## src/pcfg_pkg.sv

```systemverilog
/*
 * Constants for the configuration header slice: offsets, field layout,
 * fixed field values and reset values.
 * Assumes configuration offsets are 12-bit byte offsets into the header.
 */
package pcfg_pkg;
    localparam int          CFG_AW         = 12;
    localparam logic [11:0] WORD_MASK      = 12'hffc;
    localparam logic [11:0] OFF_REVISION   = 12'h108;
    localparam logic [11:0] OFF_CLASS_CODE = 12'h109;
    localparam logic [11:0] OFF_CLINE_SIZE = 12'h10c;
    localparam logic [11:0] OFF_LATENCY    = 12'h10d;
    localparam logic [11:0] OFF_RSVD_HALF  = 12'h10e;
    localparam logic [11:0] OFF_MBX_BASE   = 12'h110;

    localparam logic [7:0]  PROG_IF_VALUE    = 8'h00;
    localparam logic [7:0]  SUBCLASS_VALUE   = 8'h00;
    localparam logic [7:0]  BASE_CLASS_VALUE = 8'h06;
    localparam logic [7:0]  CLINE_SIZE_VALUE = 8'h04;

    localparam int          LAT_LSB     = 11;
    localparam int          LAT_W       = 5;
    localparam logic [4:0]  LAT_RESET   = 5'h00;
    localparam int          MBX_LSB     = 12;
    localparam int          MBX_W       = 20;
    localparam logic [19:0] MBX_RESET   = 20'h00000;
    localparam int          MBX_SEL_BIT = 11;
    localparam int          BE_LAT      = 1;
endpackage

```

## src/pcfg_mbx_if.sv

```systemverilog
/*
 * Carrier between the header registers and the mailbox decoder.
 * Assumes both ends run on the same clock.
 */
`timescale 1ns/1ns
interface pcfg_mbx_if import pcfg_pkg::*; ();
    logic [MBX_W-1:0] mailbox_base_field;
    logic             mem_valid;
    logic [31:0]      mem_addr;
    logic             mailbox_hit;
    logic             mailbox_select_bit;

    modport regs (output mailbox_base_field, mem_valid, mem_addr,
                  input  mailbox_hit, mailbox_select_bit);
    modport dec  (input  mailbox_base_field, mem_valid, mem_addr,
                  output mailbox_hit, mailbox_select_bit);
endinterface

```

## src/pcfg_header.sv

```systemverilog
/*
 * Configuration header slice: revision and class word, cache line
 * size, latency timer, reserved half word and mailbox base register,
 * plus the mailbox window decode.
 * Assumes one-cycle configuration request pulses on the PCI clock.
 */
// Function
// - Revision byte at 0x108 is read only and returns a fixed value.
// - Class code fills bits 31:8 of the word holding the revision.
// - Class code reads zero interface, zero subclass, base class 0x06.
// - Byte 0x10C reads a fixed cache line size of 0x04.
// - Byte 0x10D is the readable and writable master latency timer.
// - Latency bits 10:8 read zero; only bits 15:11 store a value.
// - Bytes at 0x10E read zero and ignore writes.
// - Word 0x110 is the readable and writable mailbox base register.
// - Base register bits 11:0 read zero: 32-bit, 4-KB, no prefetch.
// - Base bits 31:12 hold the writable window address.
// - Address bit 11 picks the mailbox; zero is the first one.
`timescale 1ns/1ns
module pcfg_header import pcfg_pkg::*; #(
    // Arbitrary revision value
    parameter logic [7:0] REVISION_VALUE = 8'h5a
) (
    input  wire logic              core_clk,
    input  wire logic              rst,
    input  wire logic              cfg_req,
    input  wire logic              cfg_we,
    input  wire logic [CFG_AW-1:0] cfg_addr,
    input  wire logic [3:0]        cfg_be,
    input  wire logic [31:0]       cfg_wdata,
    output logic [31:0]            cfg_rdata,
    output logic                   cfg_ack,
    output logic [7:0]             master_latency_timer,
    input  wire logic              mem_valid,
    input  wire logic [31:0]       mem_addr,
    output logic                   mailbox_hit,
    output logic                   mailbox_select_bit
);
    pcfg_mbx_if mbx ();

    logic [LAT_W-1:0] lat;
    logic [MBX_W-1:0] base;
    logic [31:0]      rdata;
    logic             ack;
    logic [LAT_W-1:0] next_lat;
    logic [MBX_W-1:0] next_base;
    logic [31:0]      next_rdata;
    logic             next_ack;
    logic [11:0]      word;
    logic             wr;
    logic             rd;

    assign word = cfg_addr & WORD_MASK;
    assign wr   = cfg_req && cfg_we;
    assign rd   = cfg_req && !cfg_we;

    always_comb begin
        next_lat   = lat;
        next_base  = base;
        next_rdata = rdata;
        next_ack   = cfg_req;
        // Writes elsewhere in the slice are acknowledged and dropped
        if (wr && word == OFF_CLINE_SIZE && cfg_be[BE_LAT]) begin
            next_lat = cfg_wdata[LAT_LSB +: LAT_W];
        end
        if (wr && word == OFF_MBX_BASE) begin
            for (int b = 1; b < 4; b++) begin
                if (cfg_be[b]) begin
                    for (int i = 8*b; i < 8*b+8; i++) begin
                        if (i >= MBX_LSB) begin
                            next_base[i-MBX_LSB] = cfg_wdata[i];
                        end
                    end
                end
            end
        end
        if (rd) begin
            next_rdata = 32'h00000000;
            unique case (word)
                OFF_REVISION: begin
                    next_rdata = {BASE_CLASS_VALUE, SUBCLASS_VALUE,
                                  PROG_IF_VALUE, REVISION_VALUE};
                end
                OFF_CLINE_SIZE: begin
                    next_rdata = {16'h0000, lat, 3'h0,
                                  CLINE_SIZE_VALUE};
                end
                OFF_MBX_BASE: begin
                    next_rdata = {base, 12'h000};
                end
                default: begin
                    next_rdata = 32'h00000000;
                end
            endcase
        end
    end

    always_ff @(posedge core_clk or posedge rst) begin
        if (rst) begin
            lat   <= LAT_RESET;
            base  <= MBX_RESET;
            rdata <= 32'h00000000;
            ack   <= 1'b0;
        end else begin
            lat   <= next_lat;
            base  <= next_base;
            rdata <= next_rdata;
            ack   <= next_ack;
        end
    end

    assign cfg_rdata            = rdata;
    assign cfg_ack              = ack;
    assign master_latency_timer = {lat, 3'h0};

    // Base is assumed stable during mailbox accesses by the host
    assign mbx.mailbox_base_field = base;
    assign mbx.mem_valid          = mem_valid;
    assign mbx.mem_addr           = mem_addr;
    assign mailbox_hit            = mbx.mailbox_hit;
    assign mailbox_select_bit     = mbx.mailbox_select_bit;

    pcfg_mbx_decode u_dec (
        .core_clk (core_clk),
        .rst      (rst),
        .mbx      (mbx)
    );
endmodule

```

## src/pcfg_mbx_decode.sv

```systemverilog
/*
 * Mailbox window decoder: compares a memory address with the
 * programmed base and reports hit and mailbox number one cycle later.
 * Assumes the base is not rewritten during a mailbox access.
 */
`timescale 1ns/1ns
module pcfg_mbx_decode import pcfg_pkg::*; (
    input  wire logic core_clk,
    input  wire logic rst,
    pcfg_mbx_if.dec   mbx
);
    logic next_hit;
    logic next_sel;
    logic hit;
    logic sel;

    always_comb begin
        next_hit = mbx.mem_valid &&
            (mbx.mem_addr[31:MBX_LSB] == mbx.mailbox_base_field);
        next_sel = mbx.mem_addr[MBX_SEL_BIT];
    end

    always_ff @(posedge core_clk or posedge rst) begin
        if (rst) begin
            hit <= 1'b0;
            sel <= 1'b0;
        end else begin
            hit <= next_hit;
            sel <= next_sel;
        end
    end

    assign mbx.mailbox_hit        = hit;
    assign mbx.mailbox_select_bit = sel;
endmodule

```

## config.mk

```make
export PLATFORM = sky130hd
export DESIGN_NAME = pcfg_header
export DESIGN_NICKNAME = d
export VERILOG_FILES = /design/src/pcfg_pkg.sv /design/src/pcfg_mbx_if.sv /design/src/pcfg_header.sv /design/src/pcfg_mbx_decode.sv
export SDC_FILE = /design/constraint.sdc
export NUM_CORES = 1
export LEC_CHECK = 0
export BUFFER_PORTS_ARGS = -buffer_cell sky130_fd_sc_hd__clkbuf_2
export CORE_MARGIN = 10
export CORE_UTILIZATION = 50
export CTS_BUF_LIST = sky130_fd_sc_hd__clkbuf_4 sky130_fd_sc_hd__clkbuf_8
export CTS_CLUSTER_DIAMETER = 100
export DETAILED_ROUTE_END_ITERATION = 12
export PLACE_DENSITY = 0.87
export SLEW_MARGIN = 20
export SYNTH_ARGS = -nofsm -noshare
export SYNTH_HDL_FRONTEND = slang
export SYNTH_HIERARCHICAL = 1
export SYNTH_SLANG_ARGS = --single-unit
```

## constraint.sdc

```tcl
create_clock -name core_clk -period 2.1 [get_ports core_clk]
set_clock_uncertainty 0.05 [all_clocks]
set_input_delay 0.21 -clock core_clk [delete_from_list [all_inputs] [get_ports core_clk]]
set_output_delay 0.21 -clock core_clk [all_outputs]
set_load 0.1 [all_outputs]
```

==> impl_metrics.yaml, run 1 <==
floorplan:
  chipHeight_um: 90.2
  core_mm2: 0.00475
  start_util: 0.518
  dieWidth_um: 90.2
  io_pins: 128
  rows: 25
  dieArea_mm2: 0.00814
grt:
  grt_start_max_net_pins: 50
  grt_overflow: 0
  antenna_found_initial: 0
  first_global_vias: 2097
  grtUsageTotal: 0.160
  grt_first_pass_wirelength_um: 10600
detailed_routing:
  num_vias: 1902
  drtPass1Iterations: 4
  wl_per_cell_um: 17.4
  wirelength_um: 6550
  ant_nets: 0
  via_per_inst: 5.05
  drt_iter0_drc: 80
  drc: 0
clocking:
  cts_resized: 0
  cts.sinks: 51
  h-tree-depth: 2
  cts-buffers-inserted: 5
  postCtsSetupBuffers: 0
  tritoncts: "yes"
  root_buffer: "clkbuf_8"
  clockBufferDepth: 2
  clk_latency_ps: 300
  clkTransAtPathRegs_ps: 90
  holdBufCountCts: 2
sta:
  max_freq_mhz: 646
  rsz0062_at_grt: "false"
  setup_ws_ps: 552
  setup_viol: 0
  maxSlewViolCount: 0
  setup_tns_ps: 0
  min_period_over_period: 0.737
  period_needed_ps: 1550
  worst_slew_pin_slew_ps: 603
  hold_violations: 0
  slew_headroom: 0.598
pwr:
  p_seq_frac: 0.551
  swShare: 0.273
  powerDensity_mw_per_mm2: 586
  p_switching_uw: 490
  power.internal_mw: 1.30
  power_frac_clock: 0.316
  ir_drop_mv: 0.387
  leakagePower_nw: 1.57
  combPwrFrac: 0.133
synth:
  synth-edff-count: 0
  yosysSeqAreaShare: 0.518
  yosys.area.top_type_share: 0.518
  synth_cells: 214
  synth_most_common_cell: "dfrtp_1"
  async_flop_share: 1.00
  avgSynthCellArea_um2: 11.5
  synth_cell_types: 32
  ys_top_cells_by_count: "51 x dfrtp_1, 38 x nand2_1, 16 x mux2_4"
  synth_warnings: 6
  synth_area_mm2: 0.00246
  yosys.area.top_type: "dfrtp_1"
  synth-seq-cells: 51
  synthFlopType: "dfrtp_1"
  synth_area_leaders: "dfrtp_1 52%, mux2_4 9.7%, nand2_1 5.8%, xnor2_1 4.3%, mux2_2 4.1%"
setup_path:
  start_kind: "primary input"
  reg2reg_slack_ps: 550
  slowest_stage: "nand3_1"
  required_ps: 2260
  critPathMaxStageDelay_ps: 580
  path_delay_family: "simple AND/OR/NAND/NOR gates"
  path_buf_inv: 1
  reg2reg_from: "base[18]$_DFFE_PP0P_"
  path_cells: "clkbuf_2 -> nor3_2 -> nand3_1 -> o21ai_0"
  cp_max_fo: 14
  worstSetupPathType: "in2reg"
  end_kind: "register"
  reg2reg_depth: 4
  arrival_ps: 1700
  r2r_end: "u_dec/mbx.mailbox_hit$_DFF_PP0_"
placed_design:
  gp_congestion: 0.786
  dp_slack_ps: 204
  dpl.hpwl_um: 5300
  portBuffers: 93
cells_and_area:
  num-nets-final: 394
  fill_cells: 421
  areaGrowthSynthToFinish_pct: 24.1
  n_antenna_cell: 0
  drive_above_1_share: 0.445
hold_path:
  holdPathEnd: "cfg_ack$_DFF_PP0_"
  min_path_cells: 1
  hp-class: "in2reg"
  min_from: "cfg_req"
flow_run:
  drv_cap: 0
status:
  outcome: "finished, final reports clean"
==> layout make-up <==
cell class,instances,area [um2],share of cell area
clock buffers,6,76.3,0.0250
flip-flops and latches,51,1280,0.417
repair buffers,101,531,0.173
inverters,2,7.51,0.00245
well taps,67,83.8,0.0274
multi-input cells,148,1070,0.350
clock inverters,2,12.5,0.00409
==> through the flow <==
step	utilization	cells	power, mW	hold slack, ps	area, um2
floorplan	-	222	1.17	-98.8	2490
global placement	0.620	367	1.24	12.8	2950
detailed placement	0.620	367	1.24	20.4	2950
CTS	0.643	377	1.80	17.9	3060
global route	0.643	377	1.85	22.8	3060
finish	0.643	377	1.79	27.6	3060
==> power by group through the flow <==
| stage | combinational, mW | sequential (mW) | clock (mW) |
|---|---|---|---|
| after CTS | 0.240 | 0.988 | 0.574 |
| after floorplan | 0.145 | 1.03 | 0 |
| after global placement | 0.232 | 1.01 | 0 |
| after global routing | 0.257 | 0.989 | 0.607 |
| after detailed placement | 0.237 | 1.01 | 0 |
| final | 0.239 | 0.988 | 0.566 |
==> how the worst max path moves through the flow <==
stage | depth (start not counted) | start | slack [ps] | to
after floorplan | 1 | cfg_rdata[6]$_DFFE_PP0P_ | 470 | cfg_rdata[3]
after global placement | 4 | cfg_addr[7] | 330 | cfg_rdata[28]$_DFFE_PP0P_
after detailed placement | 4 | cfg_addr[7] | 200 | cfg_rdata[28]$_DFFE_PP0P_
after CTS | 4 | cfg_addr[7] | 510 | cfg_rdata[28]$_DFFE_PP0P_
after global routing | 4 | cfg_addr[7] | 370 | cfg_rdata[28]$_DFFE_PP0P_
final | 4 | cfg_addr[7] | 550 | cfg_rdata[28]$_DFFE_PP0P_
==> routing by layer <==
| layer | routed length (um) | up-vias | global-route usage |
|---|---|---|---|
| met2 | 3380 | 79 | 0.278 |
| li1 | - | 905 | - |
| met5 | 0 | - | 0 |
| met3 | 409 | 15 | 0.0490 |
| met4 | 168 | 0 | 0.0743 |
| met1 | 2590 | 903 | 0.175 |
==> flip-flops by register name (all words and copies together) (netlist names) <==
register                      flops
cfg_ack                           1
u_dec/mbx.mailbox_select_bit      1
lat                               5
base                             20
cfg_rdata                        23
u_dec/mbx.mailbox_hit             1
==> cells in the final DEF, fill, tap and decap left out <==
master	synthesis	layout
o21ai_1	10	10
o21ai_0	11	11
dlygate4sd3_1	0	2
dfrtp_1	51	51
clkbuf_8	0	5
nand2b_1	1	1
xnor2_1	12	12
clkbuf_4	0	1
nand4_1	3	3
buf_4	12	6
clkinvlp_4	0	1
o31ai_1	2	2
nor2b_1	3	3
mux2_4	16	16
mux2_2	9	9
clkbuf_2	1	93
nor4_2	1	1
nand3b_1	1	1
and3b_1	1	1
nor4b_4	1	1
clkinv_2	0	1
a21oi_1	2	2
xor2_1	8	8
a22oi_1	4	4
conb_1	1	9
nor3_2	1	1
nand2_1	38	38
inv_1	2	1
and4_1	3	3
nor4_1	2	2
nor3b_2	1	1
nand4b_1	1	1
and3_1	3	3
inv_2	0	1
nand4_2	1	1
nand3_1	4	4
==> kinds of logic (layout without fill, tap and decap cells) <==
kind of cell           after synthesis  in the layout  synth area share
other                                1              9           0.00152
AO/OA/AOI/OAI                       29             29            0.0650
buffers and inverters               23            111            0.0599
AND/OR/NAND/NOR                     65             65             0.146
XOR/XNOR                            20             20            0.0711
multiplexers                        25             25             0.139
flip-flops                          51             51             0.518
Power figures use the tool's default switching activity.
==> run 2, diff against run 1 <==
CORE_UTILIZATION = 47   (was 50)
PLACE_DENSITY = 0.83   (was 0.87)
clock period = 1.59 ns   (was 2.1 ns; I/O delays follow)
==> run 2 against run 1 <==
Effect of this change:
- highest routed layer unchanged
- critical path depth grew 1
- sequential power grew 32%
- clock power grew 56%
==> impl_metrics.yaml, run 2 (synthesis gave the netlist of run 1 again) <==
floorplan:
  core_mm2: 0.00511
  io_pins: 128
  dieWidth_um: 92.4
  dieArea_mm2: 0.00854
  chipHeight_um: 92.4
  start_util: 0.483
  rows: 26
placed_design:
  place_area_mm2: 0.00304
  dp_cells: 376
  portBuffers: 93
  dpl.hpwl_um: 5300
  gp_congestion: 0.833
cells_and_area:
  postLayoutCellArea_mm2: 0.00318
  areaGrowthSynthToFinish_pct: 29.1
  finalNonFillerCells: 386
  drive_above_1_share: 0.462
  largest_register_ffs: 23
  register_area_mm2: 0.00128
  num-nets-final: 401
  multi_input_area_mm2: 0.00108
  fill_cells: 450
  final_cell_mix: "92 x clkbuf_2, 51 x dfrtp_1, 38 x nand2_1, 16 x mux2_4, 12 x xnor2_1"
  final_common_cell: "clkbuf_2"
  n_antenna_cell: 0
flow_run:
  drv_cap: 0
detailed_routing:
  wl_per_cell_um: 17.2
  drc: 0
  drt_iter0_drc: 72
  wirelength_um: 6640
  drtPass1Iterations: 5
  num_vias: 1896
  ant_nets: 0
  via_per_inst: 4.91
pwr:
  leakagePower_nw: 1.62
  powerDensity_mw_per_mm2: 792
  ir_drop_mv: 0.403
clocking:
  root_buffer: "clkbuf_8"
  h-tree-depth: 2
  clkTransAtPathRegs_ps: 90
  clk_latency_ps: 300
  cts.sinks: 51
  clockBufferDepth: 2
  cts-buffers-inserted: 5
  tritoncts: "yes"
sta:
  max_freq_mhz: 647
  rsz0062_at_grt: "false"
  period_needed_ps: 1540
  min_period_over_period: 0.972
  worst_slew_pin_slew_ps: 563
  setup_viol: 0
  whs_ps: 25.6
  maxSlewViolCount: 0
  slew_headroom: 0.626
  hold_violations: 0
setup_path:
  cp_max_fo: 6
  arrival_ps: 1690
  worstSetupPathType: "in2reg"
  end_kind: "register"
  start_kind: "primary input"
  required_ps: 1740
grt:
  grt_start_max_net_pins: 31
  antenna_found_initial: 0
  grt_overflow: 0
  grtUsageTotal: 0.157
  first_global_vias: 2185
  grt_first_pass_wirelength_um: 10900
status:
  outcome: "finished, final reports clean"
hold_path:
  hp-class: "in2reg"
-- run 2: cell type report --
| type | count | area share |
|---|---|---|
| Clock buffer | 5 | 0.0216 |
| Clock inverter | 2 | 0.0118 |
| Inverter | 2 | 0.00236 |
| Multi-Input combinational cell | 148 | 0.340 |
| Sequential cell | 51 | 0.401 |
| Tap cell | 70 | 0.0275 |
| Timing Repair Buffer | 108 | 0.196 |
-- run 2: path summary, 6_finish.rpt --
path,start,to,slack (ps),depth (start not counted)
max,cfg_req,base[2]$_DFFE_PP0P_,50,5
min,cfg_wdata[30],base[18]$_DFFE_PP0P_,30,2
max reg2reg,base[18]$_DFFE_PP0P_,u_dec/mbx.mailbox_hit$_DFF_PP0_,110,4
min reg2reg,cfg_rdata[17]$_DFFE_PP0P_,cfg_rdata[17]$_DFFE_PP0P_,440,2
max in group asynchronous,rst,cfg_rdata[20]$_DFFE_PP0P_,610,4
min in group asynchronous,rst,u_dec/mbx.mailbox_hit$_DFF_PP0_,210,3
-- run 2: worst max-delay path, stage by stage --
cell	delay [ps]
dlygate4sd3_1	520
buf_2	140
and3_1	190
and4_1	310
mux2_2	360
-- run 2: report_power, final --
part	switching [mW]	internal (mW)
clock	0.421	0.460
combinational	0.229	0.104
sequential	0.00373	1.30
total	0.654	1.87
-- run 2: metal layers --
metal	vias to the layer above	track usage	wire length, um
met5	-	0	0
li1	916	-	-
met1	906	0.174	2690
met3	10	0.0654	540
met4	0	0.0386	68
met2	64	0.272	3340
-- run 2: per-stage QoR --
stage	utilization	worst slack, ps	total power [mW]	TNS, ps
final	0.623	45.0	2.52	0
after global routing	0.623	11.5	2.63	0
after CTS	0.621	26.0	2.53	0
after detailed placement	0.594	-19.3	1.66	-47.3
after global placement	0.594	20.1	1.65	0
after floorplan	-	8.21	1.55	0
-- run 2: what timing repair did --
item	in CTS	in global routing
hold endpoints to repair	23	0
setup buffers	0	0
hold buffers	3	0
resized for setup	0	5
setup endpoints to repair	0	18
==> run 3, diff against run 2 <==
CELL_PAD_IN_SITES_DETAIL_PLACEMENT = 2   (was not set)
CELL_PAD_IN_SITES_GLOBAL_PLACEMENT = 2   (was not set)
CORE_UTILIZATION = 30   (was 47)
PLACE_DENSITY = not set   (was 0.83)
PLACE_DENSITY_LB_ADDON = 0.1   (was not set)
clock period = 1.8 ns   (was 1.59 ns; I/O delays follow)
==> run 3 against run 2 <==
Effect of this change:
- flip-flop and latch count is the same
- highest routed layer unchanged
- routed wire length grew 14%
- critical path type unchanged
- largest cell class unchanged
- global-route usage shrank 3.7 points
==> impl_metrics.yaml, run 3 (synthesis gave the netlist of run 1 again) <==
cells_and_area:
  n_antenna_cell: 0
  num-nets-final: 401
  largest_register_ffs: 23
  final_cell_mix: "93 x clkbuf_2, 51 x dfrtp_1, 38 x nand2_1, 16 x mux2_4, 12 x xnor2_1"
  areaGrowthSynthToFinish_pct: 29.9
  final_common_cell: "clkbuf_2"
  postLayoutCellArea_mm2: 0.00320
  drive_above_1_share: 0.457
  fill_cells: 895
clocking:
  cts-buffers-inserted: 5
  h-tree-depth: 2
  postCtsSetupBuffers: 0
  tritoncts: "yes"
  clockBufferDepth: 2
  cts.sinks: 51
  root_buffer: "clkbuf_8"
  clkTransAtPathRegs_ps: 100
  clk_latency_ps: 300
floorplan:
  dieArea_mm2: 0.0122
  rows: 33
  start_util: 0.305
  core_mm2: 0.00809
  chipHeight_um: 111
  dieWidth_um: 111
  io_pins: 128
status:
  outcome: "finished, final reports clean"
sta:
  worst_slew_pin_slew_ps: 566
  min_period_over_period: 0.910
  period_needed_ps: 1640
  max_freq_mhz: 610
  slew_headroom: 0.624
  whs_ps: 48.4
  setup_viol: 0
  maxSlewViolCount: 0
  rsz0062_at_grt: "false"
  setup_ws_ps: 162
  hold_violations: 0
  setup_tns_ps: 0
setup_path:
  start_kind: "primary input"
  slowest_stage: "dlygate4sd3_1"
  worstSetupPathType: "in2reg"
  required_ps: 1950
  path_cells: "dlygate4sd3_1 -> clkbuf_2 -> and3_1 -> and4_1 -> mux2_2"
  end_kind: "register"
  cp_max_fo: 6
  critPathMaxStageDelay_ps: 550
  arrival_ps: 1790
hold_path:
  hp-class: "in2reg"
flow_run:
  drv_cap: 0
placed_design:
  place_area_mm2: 0.00308
  portBuffers: 93
  gp_congestion: 0.749
  dp_slack_ps: 101
  dpl.hpwl_um: 5940
detailed_routing:
  via_per_inst: 4.58
  ant_nets: 0
  drtPass1Iterations: 4
  num_vias: 1931
  drc: 0
  wl_per_cell_um: 17.9
  wirelength_um: 7550
  drt_iter0_drc: 39
pwr:
  leakagePower_nw: 1.62
  ir_drop_mv: 0.299
  powerDensity_mw_per_mm2: 666
grt:
  first_global_vias: 2170
  antenna_found_initial: 0
  grt_overflow: 0
  grtUsageTotal: 0.120
  grt_first_pass_wirelength_um: 12000
  grt_start_max_net_pins: 33
-- run 3: cell count changes in the layout (fill, tap and decap cells not counted), sizes merged --
cell | previous run | this run
buf | 13 | 12
inv | 2 | 3
clkinvlp | 1 | 0
clkbuf | 97 | 98
clkinv | 0 | 2
bufinv | 1 | 0
-- run 3: layer usage --
layer  track usage  part of all wire
met2         0.205              0.50
met1         0.139              0.42
met5             0                 0
met4        0.0217            0.0069
met3        0.0482             0.078
-- run 3: final cells by class --
type / instances / area, um2 / area share
Tap cell: 105 / 131 / 0.0410
Multi-Input combinational cell: 148 / 1080 / 0.336
Inverter: 2 / 7.51 / 0.00234
Sequential cell: 51 / 1280 / 0.398
Clock buffer: 5 / 68.8 / 0.0215
Timing Repair Buffer: 108 / 623 / 0.195
Clock inverter: 3 / 18.8 / 0.00586
-- run 3: where the power goes --
| group | switching (mW) | internal (mW) | total [mW] |
|---|---|---|---|
| combinational | 0.205 | 0.0916 | 0.296 |
| clock | 0.410 | 0.275 | 0.686 |
| sequential | 0.00308 | 1.15 | 1.15 |
-- run 3: repair_timing --
action | in CTS | in global routing
hold buffers | 3 | 0
gates resized for setup | 0 | 1
hold endpoints to repair | 21 | 0
endpoints found under the setup margin | 0 | 1
-- run 3: worst max-delay path, delay by kind of cell --
family                 cells  cell delay [ps]
buffers and inverters      2              710
muxes                      1              360
and+or+nand+nor            2              540
-- run 3: worst paths after layout --
check                                          startpoint                                      to  slack [ps]  cells past startpoint
worst min-delay path                        cfg_wdata[28]                    base[16]$_DFFE_PP0P_          50                      2
min in group asynchronous                             rst  u_dec/mbx.mailbox_select_bit$_DFF_PP0_         220                      3
worst max-delay path                              cfg_req                     base[3]$_DFFE_PP0P_         160                      5
worst max register to register       base[18]$_DFFE_PP0P_         u_dec/mbx.mailbox_hit$_DFF_PP0_         170                      5
max in group asynchronous                             rst               cfg_rdata[17]$_DFFE_PP0P_         810                      4
worst min register to register  cfg_rdata[25]$_DFFE_PP0P_               cfg_rdata[25]$_DFFE_PP0P_         430                      2
-- run 3: through the flow --
stage | util | std cells | power (mW)
detailed placement | 0.380 | 411 | 1.47
CTS | 0.395 | 422 | 2.18
global route | 0.396 | 422 | 2.24
floorplan | - | 222 | 1.37
global placement | 0.380 | 411 | 1.47
finish | 0.396 | 422 | 2.13
